[config.mk]
export PLATFORM = sky130hd
export DESIGN_NAME = usc_top
export DESIGN_NICKNAME = d
export VERILOG_FILES = /design/src/rtl/usc_pkg.sv /design/src/rtl/usc_top.sv
export SDC_FILE = /design/constraint.sdc
export NUM_CORES = 1
export LEC_CHECK = 0
export ABC_CLOCK_PERIOD_IN_PS = 5300
export BUFFER_PORTS_ARGS = -buffer_cell sky130_fd_sc_hd__buf_2
export CORE_MARGIN = 2
export CORE_UTILIZATION = 35
export CTS_BUF_LIST = sky130_fd_sc_hd__clkbuf_8
export CTS_CLUSTER_DIAMETER = 30
export CTS_CLUSTER_SIZE = 10
export DETAILED_ROUTE_END_ITERATION = 12
export PLACE_DENSITY_LB_ADDON = 0.15
export SLEW_MARGIN = 10
export SYNTH_ARGS = -nofsm -noshare
export SYNTH_HDL_FRONTEND = slang
export SYNTH_SLANG_ARGS = --single-unit
[constraint.sdc]
create_clock -name clk_i -period 5.3 [get_ports clk_i]
set_clock_uncertainty 0.2 [all_clocks]
set_input_delay 0.53 -clock clk_i [delete_from_list [all_inputs] [get_ports clk_i]]
set_output_delay 0.53 -clock clk_i [all_outputs]
set_load 0.01 [all_outputs]
[src/rtl/usc_pkg.sv]
// Constants for the USB supply source control block.
// Assumes a classic Wishbone slave, 32-bit data, one 250 MHz clock.
package usc_pkg;

	// ------------------------------------------------------------
	// Bus layout
	// ------------------------------------------------------------
	localparam int          ADR_W        = 4;
	localparam logic [3:0]  OFS_CTRL     = 4'h0;
	localparam logic [3:0]  OFS_STATUS   = 4'h4;
	localparam logic [3:0]  OFS_IRQ_STAT = 4'h8;
	localparam logic [3:0]  OFS_IRQ_MASK = 4'hC;

	// ------------------------------------------------------------
	// Control register fields
	// ------------------------------------------------------------
	localparam int B_SRC_SEL  = 0;
	localparam int B_LDO_EN   = 1;
	localparam int B_BOOST_EN = 2;
	localparam int B_AUX_VLO  = 3;
	localparam int B_AUX_VHI  = 4;
	localparam int B_AUX_EN   = 5;
	localparam int B_CHG_MAN  = 6;
	localparam int B_CHG_ILO  = 8;
	localparam int B_CHG_IHI  = 11;
	localparam int CHG_I_W    = 4;

	// ------------------------------------------------------------
	// Status and interrupt fields
	// ------------------------------------------------------------
	localparam int N_IN       = 5;
	localparam int I_BUS_OK   = 0;
	localparam int I_SESS_OK  = 1;
	localparam int I_OVV      = 2;
	localparam int I_STRAP    = 3;
	localparam int I_DRIVE    = 4;
	localparam int B_SW_CLOSE = 5;
	localparam int B_LDO_ON   = 6;
	localparam int B_RUN      = 7;
	localparam int N_IRQ      = 4;
	localparam int Q_BUS_RISE = 0;
	localparam int Q_BUS_FALL = 1;
	localparam int Q_SESS_UP  = 2;
	localparam int Q_OVV_UP   = 3;

	// ------------------------------------------------------------
	// Aux LDO voltage codes
	// ------------------------------------------------------------
	localparam logic [1:0] AUX_2V400 = 2'h0;
	localparam logic [1:0] AUX_2V600 = 2'h1;
	localparam logic [1:0] AUX_2V700 = 2'h2;
	localparam logic [1:0] AUX_2V775 = 2'h3;
	localparam logic [1:0] AUX_RST   = AUX_2V400;

	// ------------------------------------------------------------
	// Start-up sequencing
	// ------------------------------------------------------------
	localparam logic [1:0] SETTLE_CYC = 2'h3;
	localparam logic [1:0] SETTLE_0   = 2'h0;
	localparam logic [1:0] SETTLE_1   = 2'h1;

	typedef enum logic [1:0] {
		ST_COLD,
		ST_SETTLE,
		ST_LOAD,
		ST_RUN
	} usc_state_t;

endpackage

[src/rtl/usc_top.sv]
// USB supply source control: PHY LDO source select, boost-to-bus
// switch, strap defaults, auto enables, over-voltage cut and aux LDO.
// Assumes pins come from outside the clock domain and are synchronised
// here; registers sit behind a classic Wishbone slave.
`timescale 1ns/10ps
module usc_top (
	// Clock, reset, clock enable
	input  wire logic                        clk_i,
	input  wire logic                        rst_i,
	input  wire logic                        ce_i,
	// Wishbone slave
	input  wire logic                        cyc_i,
	input  wire logic                        stb_i,
	input  wire logic                        we_i,
	input  wire logic [usc_pkg::ADR_W-1:0]   adr_i,
	input  wire logic [3:0]                  sel_i,
	input  wire logic [31:0]                 dat_i,
	output logic      [31:0]                 dat_o,
	output logic                             ack_o,
	// Pins and comparators
	input  wire logic                        cable_bus_valid_i,
	input  wire logic                        session_valid_i,
	input  wire logic                        bus_overvoltage_i,
	input  wire logic                        power_up_strap_two_gnd_i,
	input  wire logic                        bus_drive_enable_pin_i,
	input  wire logic                        system_reset_n_i,
	// Supply controls
	output logic                             phy_ldo_src_boost_o,
	output logic                             phy_ldo_on_o,
	output logic                             boost_switch_close_o,
	output logic                             boost_converter_en_o,
	output logic                             aux_phy_ldo_on_o,
	output logic [1:0]                       aux_ldo_voltage_select_o,
	output logic                             charger_manual_mode_o,
	output logic [usc_pkg::CHG_I_W-1:0]      charge_current_o,
	// Interrupt
	output logic                             irq_o
);
	import usc_pkg::*;

	// ------------------------------------------------------------
	// Input synchronisers
	// ------------------------------------------------------------
	logic [N_IN-1:0] pin_vec;
	logic [N_IN-1:0] sync_a;
	logic [N_IN-1:0] sync_b;
	logic [N_IN-1:0] sync_prev;
	logic            rstn_a;
	logic            rstn_b;

	assign pin_vec[I_BUS_OK]  = cable_bus_valid_i;
	assign pin_vec[I_SESS_OK] = session_valid_i;
	assign pin_vec[I_OVV]     = bus_overvoltage_i;
	assign pin_vec[I_STRAP]   = power_up_strap_two_gnd_i;
	assign pin_vec[I_DRIVE]   = bus_drive_enable_pin_i;

	always_ff @(posedge clk_i) begin
		if (rst_i) begin
			sync_a    <= '0;
			sync_b    <= '0;
			sync_prev <= '0;
			rstn_a    <= 1'b0;
			rstn_b    <= 1'b0;
		end else if (ce_i) begin
			sync_a    <= pin_vec;
			sync_b    <= sync_a;
			sync_prev <= sync_b;
			rstn_a    <= system_reset_n_i;
			rstn_b    <= rstn_a;
		end
	end

	wire bus_ok  = sync_b[I_BUS_OK];
	wire sess_ok = sync_b[I_SESS_OK];
	wire ovv     = sync_b[I_OVV];
	wire strap   = sync_b[I_STRAP];
	wire drive   = sync_b[I_DRIVE];

	// ------------------------------------------------------------
	// Start-up sequencer
	// ------------------------------------------------------------
	usc_state_t state;
	usc_state_t next_state;
	logic [1:0] settle;
	logic       strap_gnd;

	always_comb begin
		next_state = state;
		case (state)
			ST_COLD: begin
				next_state = ST_SETTLE;
			end
			ST_SETTLE: begin
				if (settle == SETTLE_CYC)
					next_state = ST_LOAD;
			end
			ST_LOAD: begin
				next_state = ST_RUN;
			end
			ST_RUN: begin
				next_state = ST_RUN;
			end
			default: begin
				next_state = ST_COLD;
			end
		endcase
	end

	wire running = (state == ST_RUN);
	wire loading = (state == ST_LOAD);

	// Strap is caught from the synchronised pin, never under reset
	always_ff @(posedge clk_i) begin
		if (rst_i) begin
			state     <= ST_COLD;
			settle    <= SETTLE_0;
			strap_gnd <= 1'b0;
		end else if (ce_i) begin
			state <= next_state;
			if (state == ST_SETTLE)
				settle <= settle + SETTLE_1;
			if (loading)
				strap_gnd <= strap;
		end
	end

	// ------------------------------------------------------------
	// Bus decode
	// ------------------------------------------------------------
	logic ack;
	wire  req      = cyc_i & stb_i;
	wire  commit   = req & ack & ce_i;
	wire  wr       = commit & we_i;
	wire  rd       = commit & ~we_i;
	wire  hit_ctrl = (adr_i == OFS_CTRL);
	wire  hit_stat = (adr_i == OFS_STATUS);
	wire  hit_irqs = (adr_i == OFS_IRQ_STAT);
	wire  hit_irqm = (adr_i == OFS_IRQ_MASK);
	wire  wr_ctrl0 = wr & hit_ctrl & sel_i[0];
	wire  wr_ctrl1 = wr & hit_ctrl & sel_i[1];
	wire  wr_irqm  = wr & hit_irqm & sel_i[0];
	wire  rd_irqs  = rd & hit_irqs;

	// ------------------------------------------------------------
	// Control register
	// ------------------------------------------------------------
	logic               src_sel;
	logic               ldo_en;
	logic               boost_en;
	logic [1:0]         aux_vsel;
	logic               aux_en;
	logic               chg_man;
	logic [CHG_I_W-1:0] chg_i;

	wire w_src = dat_i[B_SRC_SEL];
	// Setting OTG mode turns on both USB regulators; rewriting a 1 does
	// not, so software can still clear the enable before a host handover
	wire otg_req = wr_ctrl0 & w_src & ~src_sel;
	// Strap open: enable snaps back on reset or bus loss
	wire force_en = ~strap_gnd & (~rstn_b | ~bus_ok);

	always_ff @(posedge clk_i) begin
		if (rst_i) begin
			src_sel  <= 1'b0;
			ldo_en   <= 1'b0;
			boost_en <= 1'b0;
			aux_vsel <= AUX_RST;
			aux_en   <= 1'b0;
			chg_man  <= 1'b0;
			chg_i    <= '0;
		end else if (ce_i) begin
			if (loading) begin
				src_sel  <= strap;
				boost_en <= strap;
				ldo_en   <= 1'b1;
			end else if (running) begin
				if (wr_ctrl0) begin
					src_sel  <= w_src;
					boost_en <= dat_i[B_BOOST_EN];
					aux_vsel <= dat_i[B_AUX_VHI:B_AUX_VLO];
					chg_man  <= dat_i[B_CHG_MAN];
				end
				if (wr_ctrl1)
					chg_i <= dat_i[B_CHG_IHI:B_CHG_ILO];
				if (force_en | otg_req)
					ldo_en <= 1'b1;
				else if (wr_ctrl0)
					ldo_en <= dat_i[B_LDO_EN];
				if (otg_req)
					aux_en <= 1'b1;
				else if (wr_ctrl0)
					aux_en <= dat_i[B_AUX_EN];
			end
		end
	end

	// ------------------------------------------------------------
	// Supply path
	// ------------------------------------------------------------
	// Host mode needs cable voltage; OTG runs from the boost
	wire feed_ok  = src_sel | bus_ok;
	wire next_on  = running & ldo_en & feed_ok & ~ovv;
	wire next_sw  = running & drive & src_sel;
	wire next_bst = running & boost_en;
	wire next_src = src_sel;

	always_ff @(posedge clk_i) begin
		if (rst_i) begin
			phy_ldo_on_o             <= 1'b0;
			phy_ldo_src_boost_o      <= 1'b0;
			boost_switch_close_o     <= 1'b0;
			boost_converter_en_o     <= 1'b0;
			aux_phy_ldo_on_o         <= 1'b0;
			aux_ldo_voltage_select_o <= AUX_RST;
			charger_manual_mode_o    <= 1'b0;
			charge_current_o         <= '0;
		end else if (ce_i) begin
			phy_ldo_on_o             <= next_on;
			phy_ldo_src_boost_o      <= next_src;
			boost_switch_close_o     <= next_sw;
			boost_converter_en_o     <= next_bst;
			aux_phy_ldo_on_o         <= running & aux_en;
			aux_ldo_voltage_select_o <= aux_vsel;
			charger_manual_mode_o    <= chg_man;
			charge_current_o         <= chg_i;
		end
	end

	// ------------------------------------------------------------
	// Interrupts
	// ------------------------------------------------------------
	logic [N_IRQ-1:0] irq_stat;
	logic [N_IRQ-1:0] irq_mask;
	logic [N_IRQ-1:0] ev;

	// Events are raised in either mode, boost-driven bus included
	assign ev[Q_BUS_RISE] = bus_ok & ~sync_prev[I_BUS_OK];
	assign ev[Q_BUS_FALL] = ~bus_ok & sync_prev[I_BUS_OK];
	assign ev[Q_SESS_UP]  = sess_ok & ~sync_prev[I_SESS_OK];
	assign ev[Q_OVV_UP]   = ovv & ~sync_prev[I_OVV];

	// Read clears only the bits it returned; later events survive
	wire [N_IRQ-1:0] keep = rd_irqs ? (irq_stat & ~dat_o[N_IRQ-1:0]) :
	                                  irq_stat;

	always_ff @(posedge clk_i) begin
		if (rst_i) begin
			irq_stat <= '0;
			irq_mask <= '0;
		end else if (ce_i) begin
			irq_stat <= keep | (running ? ev : '0);
			if (wr_irqm)
				irq_mask <= dat_i[N_IRQ-1:0];
		end
	end

	assign irq_o = |(irq_stat & irq_mask);

	// ------------------------------------------------------------
	// Read mux and acknowledge
	// ------------------------------------------------------------
	logic [31:0] rd_ctrl;
	logic [31:0] rd_stat;
	logic [31:0] rd_mux;

	always_comb begin
		rd_ctrl                      = '0;
		rd_ctrl[B_SRC_SEL]           = src_sel;
		rd_ctrl[B_LDO_EN]            = ldo_en;
		rd_ctrl[B_BOOST_EN]          = boost_en;
		rd_ctrl[B_AUX_VHI:B_AUX_VLO] = aux_vsel;
		rd_ctrl[B_AUX_EN]            = aux_en;
		rd_ctrl[B_CHG_MAN]           = chg_man;
		rd_ctrl[B_CHG_IHI:B_CHG_ILO] = chg_i;
		rd_stat                      = '0;
		rd_stat[N_IN-1:0]            = sync_b;
		rd_stat[B_SW_CLOSE]          = boost_switch_close_o;
		rd_stat[B_LDO_ON]            = phy_ldo_on_o;
		rd_stat[B_RUN]               = running;
	end

	assign rd_mux = hit_ctrl ? rd_ctrl :
	                hit_stat ? rd_stat :
	                hit_irqs ? {{(32-N_IRQ){1'b0}}, irq_stat} :
	                hit_irqm ? {{(32-N_IRQ){1'b0}}, irq_mask} :
	                32'h0000_0000;

	// Ack rises one cycle after the request and lasts one cycle
	always_ff @(posedge clk_i) begin
		if (rst_i) begin
			ack   <= 1'b0;
			dat_o <= '0;
		end else if (ce_i) begin
			ack <= req & ~ack;
			if (req & ~ack & ~we_i)
				dat_o <= rd_mux;
		end
	end

	assign ack_o = ack;

endmodule

==> qor.txt <==
largest net degree at the start of global routing = 67
most frequent cells in the layout = dfxtp_1 (64), buf_2 (54), nor2_1 (50)
GRT overflow = 0
Via density = 4.724
FP Rows = 33
Setup crit end kind = flip-flop
r2r endpoint = aux_vsel[0]
Peak VDD IR = 0.2009 mV
clk sink count = 64
total CTS buffers = 9
R2R Setup Slk = 3.20 ns
vias in the first global route = 2047
Worst R2R Start = ack_o
Max Clock Freq = 421.2 MHz
Data arrival, critical path = 2.43 ns
Max clock buf depth = 2
overall power = 0.8975 mW
Clk Latency, worst-skew pair = 0.34 ns
XOR/XNOR share of the synthesized area = 0.003036
Die H = 94.80 um
port bufs = 54
commonest non-fill, non-tap cell in the layout = dfxtp_1
largest family of logic cells by synthesized area = simple AND/OR/NAND/NOR gates
pwr dens = 271.8 nW/um^2
Synth Register Bits = 64
Syn Inst Count = 307
Leak Pwr = 1.408 nW
Worst Setup Path Type = primary input to flip-flop
cts hold-fix bufs = 0
first-pass GRT wire length = 10450 um
DRT Pass-1 Iters = 4
post-synth top area cell = dfxtp_1
final net count = 408
compound-cell area share of the yosys netlist = 0.07459
Setup violations, final = 0
Main synth FF type = dfxtp_1
proportion of synthesized area in mux cells = 0.1826
Final Non-Filler Cells = 464
crit-path max FO = 40
ys async rst share = 0
Tightest Pin Transition = 1.214 ns
GP Congestion = 0.7692
I/O pin total = 98
Final Hold Vio Count = 0
min-delay worst type = primary input to flip-flop
number of synthesized flops with an enable pin = 0
CTS tree = built
initial antenna violation count = 0
Setup Buffers After CTS = 0
H-tree depth = 3
worst hold path depth = 3
setup tns final = 0 ns
die width = 94.80 um
Ys Warns = 0
Resized Gates After CTS = 0
Fin Hold WS = 0.2280 ns
post-synthesis instance area = 2885 um^2
sequential-to-total area share from yosys stat = 0.4441
syn_area_per_cell = 9.398 um^2
RSZ-0062 raised after global routing = false
Synth Area in Adders = 0.004337
clk root buf = clkbuf_8
Final Slew Violations = 0
Slew HR = 0.1905
initial DRC count = 83
Critical Path RT = 5.36 ns
post-route minimum period = 2.374 ns
hold endpoint = chg_i[1]
worst hold start = dat_i[9]
hpwl dp = 4572 um
Unique masters post-synth = 39
status = completed
Max Cap Viol = 0
layout cells sized above 1 = 0.2451
antenna viol nets, final = 0
Worst Reg-to-Reg Cells = 4
drt drc = 0
Area Growth Syn to Fin = 14.44%
Synth top area share = 0.4441
WL final = 6375 um
Die ar. = 8986 um^2
Worst-path clk slew = 0.07 ns
dpl cells = 449
Starting Density = 0.3565
n_diodes = 0
wire per inst = 13.74 um
total global-route track usage = 0.1532
simple-gate share of the synthesized area = 0.2077
Vias = 2192
synth top area cells = dfxtp_1 (44%), mux2i_1 (13%), nor2_1 (6.5%), buf_4 (5.2%), mux2_2 (5.1%)
period utilisation layout = 0.4480
CP Launch Type = primary input
core footprint = 8093 um^2
==> state kept, by name, indices dropped and copies added (netlist names), 2 cells and up <==
signal,flops
sync_b,5
aux_vsel,2
settle,2
chg_i,4
sync_a,5
irq_mask,4
aux_ldo_voltage_select_o,2
irq_stat,4
state,2
charge_current_o,4
dat_o,12
sync_prev,3
==> how the worst max path moves through the flow <==
| stage | startpoint | endpoint | slack (ns) | depth (start not counted) |
|---|---|---|---|---|
| after global placement | ce_i | dat_o[2] | 2.57 | 5 |
| final | ce_i | dat_o[7] | 2.93 | 5 |
| after global routing | ce_i | dat_o[7] | 2.70 | 5 |
| after floorplan | adr_i[2] | chg_i[0] | 3.15 | 5 |
| after detailed placement | ce_i | dat_o[7] | 2.56 | 5 |
| after CTS | ce_i | dat_o[7] | 2.92 | 5 |
==> Yosys cell counts, types with 2 or more instances <==
master	n
a211oi_1	2
a21oi_1	17
a221oi_1	4
a22oi_1	2
a311oi_1	4
and3_1	2
buf_1	8
buf_4	20
clkbuf_1	7
dfxtp_1	64
inv_1	4
mux2_2	13
mux2i_1	38
nand2_1	13
nand2b_1	2
nand3_1	10
nand3b_1	3
nand4_1	4
nor2_1	50
nor2b_1	10
nor3_1	7
nor4_1	2
nor4_4	2
o21ai_0	3
or3_1	2
==> layer usage <==
metal / share of wire / global-route usage / up-vias
li1: - / - / 1129
met1: 0.51 / 0.2121 / 1008
met2: 0.44 / 0.2270 / 49
met3: 0.041 / 0.03192 / 6
met4: 0.012 / 0.07246 / 0
met5: 0 / 0 / -
==> power breakdown <==
group / switching [mW] / internal, mW / total, mW
registers: 0.00636 / 0.488 / 0.495
clock network: 0.177 / 0.161 / 0.338
logic: 0.0411 / 0.0240 / 0.0651
==> layout make-up <==
| cell class | count | area (um^2) |
|---|---|---|
| Fill cell | 860 | 4791 |
| Multi-Input combinational cell | 221 | 1444 |
| Sequential cell | 64 | 1281 |
| Timing Repair Buffer | 55 | 277.8 |
| Tap cell | 105 | 131.4 |
| Clock buffer | 9 | 123.9 |
| Clock inverter | 6 | 28.78 |
| Inverter | 4 | 15.01 |
==> worst max-delay path: stages <==
cell and delay, ns:
buf_2 0.12, buf_4 0.47, nor4b_2 0.92, nand4_1 0.19, a21oi_1 0.18
==> cells by family (layout without fill, tap and decap cells) <==
group | Yosys count | after routing
compound gates | 34 | 34
xor+xnor | 1 | 1
fa+ha+maj | 1 | 1
buf+inv | 41 | 74
flops | 64 | 64
mux | 51 | 51
other cells | 1 | 20
simple gates | 114 | 114
==> per-stage QoR <==
stage / worst slack, ns / instance area (um^2) / utilization
6_report: 2.926 / 3302 / 0.4080
5_1_grt: 2.699 / 3302 / 0.4080
4_1_cts: 2.917 / 3302 / 0.4080
3_5_place_dp: 2.560 / 3149 / 0.3891
3_3_place_gp: 2.567 / 3149 / 0.3891
2_1_floorplan: 3.151 / 2957 / -
(Power assumes the default switching activity.)
